`src/shared/ais_pkg.sv`:
```
// constants, types and carriers of the alarm indication and self-test block
// assumes one 10 MHz clock and an asynchronous active-low reset in every user
// ------------------------------------------------------------------------
// ------------------------------------------------------------------------
package ais_pkg;
    // ------------------------------------------------------------------------
    // sizes
    // ------------------------------------------------------------------------
    localparam int NUM_LINES = 16; // event lines into the matrix
    localparam int NUM_LAMPS = 9; // signal lamps
    localparam int NUM_OUTS = 4; // logic outputs
    localparam int NUM_COLS = NUM_LAMPS + NUM_OUTS; // matrix columns
    localparam int HIST_DEPTH = 64; // stored messages
    localparam int MSG_W = 8; // message code width
    localparam int NUM_TESTS = 9; // major self-tests
    // ------------------------------------------------------------------------
    // event line indices
    // ------------------------------------------------------------------------
    localparam int LN_OC1 = 0; // overcurrent unit 1 trip
    localparam int LN_OC2 = 1; // overcurrent unit 2 trip
    localparam int LN_EF1 = 2; // earth fault unit 1 trip
    localparam int LN_EF2 = 3; // earth fault unit 2 trip
    localparam int LN_BRK_OPEN = 4; // breaker open input
    localparam int LN_BRK_CLOSED = 5; // breaker closed input
    localparam int LN_CTRL_TRIP = 6; // trip by breaker control
    localparam int LN_CLEARED = 7; // recloser cleared fault pulse
    localparam int LN_PERMANENT = 8; // recloser permanent fault pulse
    localparam int LN_BLOCK = 9; // blocking info transmission
    localparam int LN_TCS = 10; // trip circuit supervision
    localparam int LN_CTRL_FAULT = 11; // breaker control fault
    localparam int LN_PICKUP = 12; // pick-up
    // ------------------------------------------------------------------------
    // output columns: lamps 0..8, outputs 9..12
    // ------------------------------------------------------------------------
    localparam int COL_OUT3 = NUM_LAMPS + 2; // blocking output column
    localparam int COL_OUT4 = NUM_LAMPS + 3; // watchdog output column
    // ------------------------------------------------------------------------
    // major test indices and period masks
    // ------------------------------------------------------------------------
    localparam logic [8:0] TESTS_AT_INIT = 9'h0_1F0; // cpu, ram, conn x2, param
    localparam logic [8:0] TESTS_IN_RUN = 9'h0_0FF; // all but parameter memory
    // ------------------------------------------------------------------------
    // timing
    // ------------------------------------------------------------------------
    localparam int CLK_HZ = 10_000_000; // system clock rate
    localparam int TEST_PERIOD_US = 1000; // cyclic self-test period
    localparam int TEST_PERIOD_CYC = TEST_PERIOD_US * (CLK_HZ / 1_000_000); // cycles per test cycle
    localparam int RESTART_MS = 5000; // fail-safe hold before restart
    localparam int RESTART_CYC = RESTART_MS * (CLK_HZ / 1000); // hold in cycles
    localparam logic [2:0] TRANSIENT_LIMIT = 3'h5; // fifth transient is final
    // ------------------------------------------------------------------------
    // reset values
    // ------------------------------------------------------------------------
    localparam logic [NUM_LINES-1:0] LATCH_DEFAULT = 16'h0_04F; // trips latch by default
    // ------------------------------------------------------------------------
    // types
    // ------------------------------------------------------------------------
    typedef enum logic [1:0] {
        ST_INIT = 2'b00, // start-up tests
        ST_RUN = 2'b01, // normal operation
        ST_SAFE = 2'b10, // fail-safe, restart pending
        ST_LOCK = 2'b11 // fail-safe until power cycle
    } ais_state_t;
    typedef struct packed {
        logic clear_key; // clears displayed message
        logic ack_key; // acknowledges latched events
        logic history_key; // toggles history view
        logic delete_key; // deletes history in view
    } ais_keys_t;
    typedef struct packed {
        logic trip_circuit_fault; // trip circuit fault
        logic position_mismatch; // breaker contacts disagree
        logic order_pending; // open or close order issued
        logic order_done; // order carried out
    } ais_breaker_t;
endpackage : ais_pkg

```
`src/rtl/ais_history_mem.sv`:
```
// history memory for the alarm history ring
// assumes write and read addresses are in range; read data registered
`timescale 1ns/10ps
module ais_history_mem #(
    parameter int DEPTH = 64,
    parameter int WIDTH = 8
) (
    input wire logic clk, // system clock
    input wire logic wr_en, // write strobe
    input wire logic [$clog2(DEPTH)-1:0] wr_addr, // write address
    input wire logic [WIDTH-1:0] wr_data, // write data
    input wire logic [$clog2(DEPTH)-1:0] rd_addr, // read address
    output logic [WIDTH-1:0] rd_data // registered read data
);
    logic [WIDTH-1:0] mem [DEPTH]; // storage array
    // ------------------------------------------------------------------------
    // write and registered read
    // ------------------------------------------------------------------------
    always_ff @(posedge clk)
    begin
        if (wr_en)
        begin
            mem[wr_addr] <= wr_data;
        end
        rd_data <= mem[rd_addr];
    end
endmodule : ais_history_mem

```
`src/rtl/ais_core.sv`:
```
// alarm indication, control matrix and self-test supervision
// assumes synchronous pin inputs and one-cycle key pulses from the panel
`timescale 1ns/10ps
module ais_core #(
    parameter int RESTART_CYCLES = ais_pkg::RESTART_CYC, // fail-safe hold
    parameter int TEST_CYCLES = ais_pkg::TEST_PERIOD_CYC // self-test period
) (
    input wire logic clk, // system clock
    input wire logic resetn, // asynchronous reset, active low
    input wire logic [ais_pkg::NUM_LINES-1:0] event_lines, // raw event lines
    input wire logic [ais_pkg::NUM_LINES-1:0] latch_cfg, // lines that latch
    input wire logic [ais_pkg::NUM_COLS*ais_pkg::NUM_LINES-1:0] matrix_cfg, // column selections
    input wire logic matrix_custom, // use matrix_cfg rather than defaults
    input wire logic input_module_fitted, // optional input module present
    input wire logic watchdog_used, // watchdog routed to output four
    input wire logic [3:0] instant_pickup, // instantaneous unit outputs
    input wire logic recloser_cleared, // recloser cleared fault level
    input wire logic recloser_permanent, // recloser permanent fault level
    input wire logic breaker_open_input, // breaker open contact
    input wire logic breaker_closed_input, // breaker closed contact
    input wire logic breaker_control_on, // breaker control active
    input wire logic supervision_on, // trip/closing supervision enabled
    input wire ais_pkg::ais_breaker_t breaker, // breaker status group
    input wire ais_pkg::ais_keys_t keys, // panel key pulses
    input wire logic [ais_pkg::MSG_W-1:0] event_msg, // message code of new event
    input wire logic event_valid, // new event pulse
    input wire logic [ais_pkg::NUM_TESTS-1:0] major_fail, // major test failures
    input wire logic minor_fail, // peripheral failure
    input wire logic [5:0] hist_index, // history entry to view, 0 newest
    output logic [ais_pkg::NUM_LAMPS-1:0] lamps, // signal lamps
    output logic [ais_pkg::NUM_OUTS-1:0] logic_outputs, // output relays O1..O4
    output logic protection_inhibit, // protection functions inhibited
    output logic red_failure_lamp, // red failure indicator
    output logic downgraded, // downgraded operation
    output logic message_shown, // operator panel shows a message
    output logic [ais_pkg::MSG_W-1:0] message_code, // shown message code
    output logic history_view, // history screen active
    output logic [ais_pkg::MSG_W-1:0] hist_data, // viewed history entry
    output logic [6:0] hist_count, // stored entries
    output logic supervision_status, // supervision fault status item
    output logic [2:0] transient_count, // transient failure count
    output logic test_running // self-test pass in progress
);
    // ------------------------------------------------------------------------
    // elaboration checks
    // ------------------------------------------------------------------------
    if (RESTART_CYCLES < 1 || TEST_CYCLES < 2)
    begin : g_bad_param
        $error("ais_core: counts too small");
    end
    // ------------------------------------------------------------------------
    // derived event lines
    // ------------------------------------------------------------------------
    logic clr_d_reg; // delayed recloser cleared
    logic perm_d_reg; // delayed recloser permanent
    logic tcs_line; // trip circuit supervision line
    logic ctrl_fault_line; // breaker control fault line
    logic pickup_line; // pick-up line
    logic [ais_pkg::NUM_LINES-1:0] lines; // complete line set
    logic [ais_pkg::NUM_LINES-1:0] held_reg; // latched lines
    logic [ais_pkg::NUM_LINES-1:0] eff_lines; // lines after latching
    assign tcs_line = breaker_control_on & (breaker.trip_circuit_fault | breaker.position_mismatch);
    assign ctrl_fault_line = breaker.order_pending & ~breaker.order_done;
    assign pickup_line = |instant_pickup;
    // build the line vector, replacing derived positions
    always_comb
    begin
        lines = event_lines;
        lines[ais_pkg::LN_BRK_OPEN] = breaker_open_input & input_module_fitted;
        lines[ais_pkg::LN_BRK_CLOSED] = breaker_closed_input & input_module_fitted;
        lines[ais_pkg::LN_CLEARED] = recloser_cleared & ~clr_d_reg;
        lines[ais_pkg::LN_PERMANENT] = recloser_permanent & ~perm_d_reg;
        lines[ais_pkg::LN_TCS] = tcs_line;
        lines[ais_pkg::LN_CTRL_FAULT] = ctrl_fault_line;
        lines[ais_pkg::LN_PICKUP] = pickup_line;
    end
    assign eff_lines = lines | (held_reg & latch_cfg);
    // edge history for the pulse lines and latches
    always_ff @(posedge clk or negedge resetn)
    begin
        if (!resetn)
        begin
            clr_d_reg <= 1'b0;
            perm_d_reg <= 1'b0;
            held_reg <= '0;
        end
        else
        begin
            clr_d_reg <= recloser_cleared;
            perm_d_reg <= recloser_permanent;
            // new set wins over acknowledge
            held_reg <= ((keys.ack_key ? '0 : held_reg) | lines) & latch_cfg;
        end
    end
    // ------------------------------------------------------------------------
    // control matrix
    // ------------------------------------------------------------------------
    function automatic logic [ais_pkg::NUM_LINES-1:0] default_sel(input int col);
        logic [ais_pkg::NUM_LINES-1:0] s;
        s = '0;
        if (col < 4) s[col] = 1'b1;
        if (col == 6) s[ais_pkg::LN_BRK_OPEN] = 1'b1;
        if (col == 7) s[ais_pkg::LN_BRK_CLOSED] = 1'b1;
        if (col == 8) s[ais_pkg::LN_CTRL_TRIP] = 1'b1;
        if (col == ais_pkg::COL_OUT3) s[ais_pkg::LN_BLOCK] = 1'b1;
        return s;
    endfunction : default_sel
    logic [ais_pkg::NUM_COLS-1:0] col_or; // column results
    for (genvar c = 0; c < ais_pkg::NUM_COLS; c++)
    begin : g_col
        wire [ais_pkg::NUM_LINES-1:0] sel = matrix_custom ?
            matrix_cfg[c*ais_pkg::NUM_LINES +: ais_pkg::NUM_LINES] : default_sel(c);
        assign col_or[c] = |(sel & eff_lines);
    end
    // ------------------------------------------------------------------------
    // self-test sequencer and failure classes
    // ------------------------------------------------------------------------
    ais_pkg::ais_state_t state_reg, state_next; // supervision state
    logic [31:0] timer_reg; // period / hold timer
    logic [2:0] trans_reg; // transient failure counter
    logic major_now; // major failure in current test set
    logic restart_done; // hold time elapsed
    logic [ais_pkg::NUM_TESTS-1:0] active_tests; // tests of current period
    assign active_tests = (state_reg == ais_pkg::ST_INIT || state_reg == ais_pkg::ST_SAFE) ?
        ais_pkg::TESTS_AT_INIT : ais_pkg::TESTS_IN_RUN;
    assign major_now = |(major_fail & active_tests);
    assign restart_done = (timer_reg == 32'(RESTART_CYCLES - 1));
    // next state
    always_comb
    begin
        state_next = state_reg;
        unique case (state_reg)
            ais_pkg::ST_INIT:
            begin
                // one init pass, then run
                state_next = major_now ? ais_pkg::ST_SAFE : ais_pkg::ST_RUN;
            end
            ais_pkg::ST_RUN:
            begin
                if (major_now) state_next = ais_pkg::ST_SAFE;
            end
            ais_pkg::ST_SAFE:
            begin
                if (restart_done)
                begin
                    if (major_now) state_next = ais_pkg::ST_LOCK; // permanent failure
                    else if (trans_reg + 3'h1 >= ais_pkg::TRANSIENT_LIMIT) state_next = ais_pkg::ST_LOCK;
                    else state_next = ais_pkg::ST_INIT;
                end
            end
            ais_pkg::ST_LOCK:
            begin
                state_next = ais_pkg::ST_LOCK;
            end
        endcase
    end
    // state, timer and transient counter
    always_ff @(posedge clk or negedge resetn)
    begin
        if (!resetn)
        begin
            state_reg <= ais_pkg::ST_INIT;
            timer_reg <= '0;
            trans_reg <= '0;
        end
        else
        begin
            state_reg <= state_next;
            if (state_next != state_reg) timer_reg <= '0;
            else if (state_reg == ais_pkg::ST_RUN && timer_reg == 32'(TEST_CYCLES - 1)) timer_reg <= '0;
            else timer_reg <= timer_reg + 32'h0000_0001;
            if (state_reg == ais_pkg::ST_SAFE && restart_done && !major_now) trans_reg <= trans_reg + 3'h1;
        end
    end
    // ------------------------------------------------------------------------
    // message display and history
    // ------------------------------------------------------------------------
    logic [5:0] wr_ptr_reg; // next history slot
    logic [6:0] count_reg; // stored entries
    logic hist_clear; // delete while in view
    logic [5:0] rd_addr; // viewed slot
    logic [ais_pkg::MSG_W-1:0] mem_rd; // memory read data
    assign hist_clear = keys.delete_key & history_view;
    assign rd_addr = 6'(wr_ptr_reg - 6'h01 - hist_index);
    ais_history_mem #(
        .DEPTH(ais_pkg::HIST_DEPTH),
        .WIDTH(ais_pkg::MSG_W)
    ) u_mem (
        .clk(clk),
        .wr_en(event_valid),
        .wr_addr(wr_ptr_reg),
        .wr_data(event_msg),
        .rd_addr(rd_addr),
        .rd_data(mem_rd)
    );
    // history pointers, display and view
    always_ff @(posedge clk or negedge resetn)
    begin
        if (!resetn)
        begin
            wr_ptr_reg <= '0;
            count_reg <= '0;
            message_shown <= 1'b0;
            message_code <= '0;
            history_view <= 1'b0;
        end
        else
        begin
            if (hist_clear)
            begin
                wr_ptr_reg <= event_valid ? 6'h01 : 6'h00;
                count_reg <= event_valid ? 7'h01 : 7'h00;
            end
            else if (event_valid)
            begin
                wr_ptr_reg <= wr_ptr_reg + 6'h01;
                if (count_reg != 7'(ais_pkg::HIST_DEPTH)) count_reg <= count_reg + 7'h01;
            end
            if (event_valid)
            begin
                message_shown <= 1'b1;
                message_code <= event_msg;
            end
            else if (keys.clear_key)
            begin
                message_shown <= 1'b0;
            end
            if (keys.history_key) history_view <= ~history_view;
        end
    end
    // ------------------------------------------------------------------------
    // registered outputs and fail-safe forcing
    // ------------------------------------------------------------------------
    logic safe; // fail-safe position
    assign safe = (state_reg == ais_pkg::ST_SAFE) || (state_reg == ais_pkg::ST_LOCK);
    always_ff @(posedge clk or negedge resetn)
    begin
        if (!resetn)
        begin
            lamps <= '0;
            logic_outputs <= '0;
            protection_inhibit <= 1'b1;
            red_failure_lamp <= 1'b0;
            downgraded <= 1'b0;
            hist_data <= '0;
            hist_count <= '0;
            supervision_status <= 1'b0;
            transient_count <= '0;
            test_running <= 1'b0;
        end
        else
        begin
            lamps <= col_or[ais_pkg::NUM_LAMPS-1:0];
            logic_outputs <= safe ? '0 : col_or[ais_pkg::NUM_COLS-1:ais_pkg::NUM_LAMPS];
            if (watchdog_used) logic_outputs[3] <= ~safe && state_reg == ais_pkg::ST_RUN;
            protection_inhibit <= safe || state_reg == ais_pkg::ST_INIT;
            red_failure_lamp <= safe;
            downgraded <= minor_fail & ~safe;
            hist_data <= mem_rd;
            hist_count <= count_reg;
            supervision_status <= supervision_on & (tcs_line | ctrl_fault_line);
            transient_count <= trans_reg;
            test_running <= state_reg == ais_pkg::ST_INIT || timer_reg == '0;
        end
    end
endmodule : ais_core

```
`config.mk`:
```
export PLATFORM = sky130hd
export DESIGN_NAME = ais_core
export DESIGN_NICKNAME = d
export VERILOG_FILES = /design/src/shared/ais_pkg.sv /design/src/rtl/ais_history_mem.sv /design/src/rtl/ais_core.sv
export SDC_FILE = /design/constraint.sdc
export NUM_CORES = 1
export LEC_CHECK = 0
export ABC_AREA = 1
export BUFFER_PORTS_ARGS = -buffer_cell sky130_fd_sc_hd__buf_2
export CAP_MARGIN = 20
export CELL_PAD_IN_SITES_DETAIL_PLACEMENT = 0
export CELL_PAD_IN_SITES_GLOBAL_PLACEMENT = 1
export CORE_ASPECT_RATIO = 1.4
export CORE_UTILIZATION = 28
export DETAILED_ROUTE_END_ITERATION = 12
export PLACE_DENSITY = 0.59
export SETUP_SLACK_MARGIN = 0.05
export SYNTH_ARGS = -nofsm -noshare
export SYNTH_HDL_FRONTEND = slang
export SYNTH_SLANG_ARGS = --single-unit
```
`constraint.sdc`:
```
create_clock -name clk -period 4 [get_ports clk]
set_clock_uncertainty 0.15 [all_clocks]
set_input_delay 0.4 -clock clk [delete_from_list [all_inputs] [get_ports clk]]
set_output_delay 0.4 -clock clk [all_outputs]
set_load 0.005 [all_outputs]
```
After elaboration in Yosys (flattened, before gate mapping)
Memory sizes are Yosys's and may differ from the RTL's. A register that Yosys moved wholly into a read port is not among the register bits.
Cells that the tools add are included.

storage, ports and cells
  register bits = 114
  RAM bits = 512
  memories = 1

operators by class
  add/sub/neg operators = 6
  magnitude comparators = 1
  eq/ne operators = 7
  muxes and demuxes = 36
  bitwise logic cells = 34
  reductions and logical operators = 30

memories
  memory     depth  width  read ports  clocked after Yosys merged registers in  wr ports  line                   source
  u_mem.mem  64     8      1           1                                        1         ais_history_mem.sv:15  logic [WIDTH-1:0] mem [DEPTH];

operators with widths
  cell                                                   number
  bitwise AND 16 bit                                     15
  2-to-1 mux 16 bit                                      14
  OR reduction 16 bit                                    13
  2-to-1 mux 32 bit                                      2
  adder 32 x 1 -> 32 bit, second input constant          1
  equality test 32 x 14 -> 1 bit, second input constant  1
  equality test 32 x 26 -> 1 bit, second input constant  1
  logical NOT 32 bit                                     1
  OR 16 bit                                              2
  2-to-1 mux 7 bit                                       3
  2-to-1 mux 6 bit                                       2
  2-to-1 mux 2 bit                                       5
  bitwise AND 1 bit                                      9
  bitwise AND 9 bit                                      1
  2-to-1 mux 9 bit                                       1
  OR reduction 9 bit                                     1
  one-hot mux 2 bit (4 select lines)                     1
  adder 7 x 1 -> 7 bit, second input constant            1
  2-to-1 mux 1 bit                                       7
  != test 7 bit, second input constant                   1
  adder 6 x 1 -> 6 bit, second input constant            1
  nonzero test 2 bit                                     3
  subtractor 6 x 1 -> 6 bit, second input constant       1
  subtractor 6 bit                                       1
  14 further kinds                                       26

Longest topological paths before layout
  depth after elaboration = 10
  depth in mapped cells = 16
  depth with buffers taken out = 14

By module
From an unflattened synthesis, not the netlist that was laid out.

second synthesis, totals
  cells, all modules = 2776
  area, all modules = 28352.2 µm²

modules (own cells, without submodules)
  module           times used  cells each  area each (µm²)  sequential area each (µm²)
  ais_history_mem  1           1805        21339.2          15534.9
  ais_core         1           971         7013.0           2854.0

Worst setup path before layout
No wires, ideal clock.

  kind = register to register
  start = reg wr_ptr_reg[0]
  end = reg u_mem.rd_data[1], read port of u_mem.mem
  library setup time = 0.059 ns
  data arrival time = 2.218 ns
  required time = 3.791 ns
  path slack = 1.573 ns
  stages on the path, launching flop included = 15
  period minus slack after synthesis = 2.427 ns
  cells stage by stage = dfrtp_1 -> ha_1 -> inv_1 -> fa_1 -> buf_2 -> buf_2 -> clkbuf_2 -> o21ai_0 -> o21ai_1 -> nand2_1 -> nand3_1 -> nand3_1 -> nand2_1 -> nand2_1 -> nand2_1

between the ends
  cells in the longest elaborated chain, start to end = 2

RTL lines
  element                    line                   source
  start: declaration         ais_core.sv:178        logic [5:0] wr_ptr_reg;
  start signal: assignment   ais_core.sv:211        wr_ptr_reg <= event_valid ? 6'h01 : 6'h00;
  start signal: assignment   ais_core.sv:216        wr_ptr_reg <= wr_ptr_reg + 6'h01;
  subtractor 6 x 1 -> 6 bit  ais_core.sv:184        assign rd_addr = 6'(wr_ptr_reg - 6'h01 - hist_index);
  subtractor 6 bit           ais_core.sv:184
  end: declaration           ais_history_mem.sv:13  output logic [WIDTH-1:0] rd_data

No other way between the ends.
A chain may end at the register's enable or synchronous reset.

Worst setup path in the final report
  start = in event_lines[6] (netlist bit)
  end = reg lamps[3] (netlist bit)

between the ends
  cells in the longest elaborated chain, start to end = 3

RTL lines
  element                 line             source
  start: declaration      ais_core.sv:10   input wire logic [ais_pkg::NUM_LINES-1:0] event_lines,
  OR 16 bit               ais_core.sv:77   assign eff_lines = lines | (held_reg & latch_cfg);
  bitwise AND 16 bit      ais_core.sv:113  assign col_or[c] = |(sel & eff_lines);
  OR reduction 16 bit     ais_core.sv:113
  net col_or (one bit)    ais_core.sv:108  logic [ais_pkg::NUM_COLS-1:0] col_or;
  end signal: assignment  ais_core.sv:253  lamps <= col_or[ais_pkg::NUM_LAMPS-1:0];
  end: declaration        ais_core.sv:30   output logic [ais_pkg::NUM_LAMPS-1:0] lamps,

The timed path passes the listed nets, and every way through them passes these cells.

==> out/metrics.csv <==
metric,value,unit
critical_path.max_stage_delay,570,ps
cts_hold_buffers,73,
critPathKind,in2reg,
power_density,608.6,nW/um2
synth_edf_count,512,
hpwl,62.11,mm
cts_buffers,66,
finalPower,20970,uW
first_pass_iters,7,
synth_warnings,0,
combPwrFrac,33.6,%
cts.sinks,634,
placed_cells,4420,
rsz0062_at_grt,false,
clock_path_buffers,3,
drt-wirelength-per-cell,19.77,um
drt_iter0_drc,1092,
core_area,99930,um2
syn_inst,2869,
path_buf_inv,6,
min_path_type,in2reg,
crit_top_cell,dlygate4sd3_1,
fmax,0.2952,GHz
grt_pass1_wl,136.1,mm
async_flop_share,17.98,%
crit_path_end_kind,register,
swShare,36.75,%
cp.required,4350,ps
wirelength,91.32,mm
synth_area,28330,um2
worstPathCellList,"dlygate4sd3_1, buf_2, a21oi_1, inv_1, nand3_1, nand4_1, dlygate4sd3_1, nor2_1, dlygate4sd3_1, nand2_1, dlygate4sd3_1",
p_leak,0.01347,uW
drc,0,
synthesis.nets,3170,
largest_reg_flops,512,
insertion_delay,620,ps
fp.dieArea,102500,um2
avgSynthCellArea,9.874,um2
overflow,0,
ctsResizeCount,0,
place_congestion,0.8701,
num_rows,137,
ys_types,45,
worstSetupStartpointType,input port,
cts_tree,done,
cp_max_fo,12,
root_buffer,clkbuf_16,
multi_input_area,8795,um2
crit_path_top_delay_cell,dlygate4sd3_1,
min_from,matrix_cfg[14],
tns,0,ps
drv_slew,0,
period_share,84.69,%
die_h,378.3,um
antenna_left,0,
p_int,13270,uW
fin_crit,3388,ps
antenna_found_initial,11,
p_seq_share,36.4,%
arrival,3730,ps
synth.ff_latch_count,634,
io_pins,334,
grt_pass1_vias,21725,
vias_per_cell,4.648,
critPathLaunch,event_lines[6],
ir_drop,0.0009054,V
timing.rr.start,wr_ptr_reg[0],
post_dp_cell_area,31500,um2
htree_levels,3,
cts_setup_buffers,0,
slew_headroom,32.84,%
finalSetupViolCount,0,
port_buffers,326,
instances_no_fill,4620,
drive_gt1_share,15.60,%
grt_max_degree,88,
p_clk_share,30.0,%
power.switching,7707,uW
vias,21473,
track_usage,17.78,%
nets,3544,
worst_slew_pin_slew,1000,ps
die_w,270.8,um
crit_family,buffers and inverters,
final_hold_viol_count,0,
syn_to_final_growth,21.65,%
ys_seq_area_share,64.92,%
seq_area,18390,um2
initial_core_util,28.35,%
status,"complete, no violations",
stdcell_area,34460,um2
nFillCells,10267,
clkTransAtPathRegs,60,ps
synth-main-ff-cell,edfxtp_1,
drv_cap,0,
power groups by stage:
stage	Sequential [uW]	Clock [uW]	Combinational (uW)
floorplan	7700	0	4360
global placement	7770	0	7130
detailed placement	7760	0	7130
CTS	7630	6460	7220
global route	7660	6690	7930
finish	7620	6290	7060
Yosys cell counts, drive strengths merged, types with 8 or more instances:
cell    number  share of area, %
nand2      603               8.0
nor2       581               7.8
edfxtp     512                54
nand3      320               5.7
o21ai      256               4.5
inv        131               1.7
dfrtp      113                10
buf         81               1.5
clkbuf      68              0.91
nand4       60               1.3
nor3        34              0.62
xor2        24              0.74
o211ai      18              0.48
a21oi       16              0.28
ha          12              0.53
dfxtp        8              0.57
final cells by class:
class | instances | area share (%)
Antenna cell | 6 | 0.04357
Clock buffer | 89 | 5.250
Clock inverter | 30 | 1.071
Inverter | 132 | 1.460
Multi-Input combinational cell | 1954 | 25.52
Sequential cell | 634 | 53.36
Tap cell | 1320 | 4.793
Timing Repair Buffer | 455 | 8.500
layout by cell type, fill, tap and decap left out, types with 24 or more instances in the layout:
cell           synthesis  final
nand2_1              600    600
nor2_1               568    568
edfxtp_1             512    512
buf_2                 63    324
nand3_1              317    317
o21ai_0              240    238
inv_1                126    125
dfrtp_1              113    113
dlygate4sd3_1          0     73
clkbuf_16              0     67
nand4_1               60     60
buf_4                  1     46
nor3_1                33     33
xor2_1                24     24
per-stage QoR:
step	utilization, %	setup slack [ps]	hold WS [ps]
finish	34.48	612.4	30.27
detailed placement	31.52	588.9	196.9
global placement	31.50	610.0	197.4
global route	34.48	418.4	13.58
CTS	34.43	620.7	10.07
floorplan	-	1573	-45.59
logic make-up (layout without fill, tap and decap cells):
group                    after synthesis  after routing  synth area share [%]
buffers and inverters                281            706                 4.134
AND/OR/NAND/NOR                     1604           1604                 23.66
adder cells (fa/ha/maj)               13             13                0.6007
AO/OA/AOI/OAI                        306            306                 5.707
other                                  0              6                     0
flip-flops                           634            634                 64.92
XOR/XNOR                              31             31                0.9850
metal layers:
metal / global-route usage, % / up-vias / wire, um
li1: - / 10538 / -
met1: 19.44 / 10219 / 35140
met2: 32.85 / 560 / 47820
met3: 2.765 / 148 / 4123
met4: 9.317 / 8 / 4198
met5: 0 / - / 44
path summary, 6_finish.rpt:
check / cells past startpoint / slack, ps / to
setup / recovery: 11 / 610 / lamps[3]
hold / removal: 5 / 30 / lamps[0]
setup reg to reg: 14 / 630 / u_mem.rd_data[7]
hold reg to reg: 0 / 200 / hist_data[3]
max in group asynchronous: 3 / 2680 / held_reg[13]
min in group asynchronous: 2 / 230 / message_shown
worst min-delay path, delay by kind of cell:
family        cells  cell delay (ps)
buf+inv           1               80
simple gates      4              280
(Power assumes the default switching activity.)
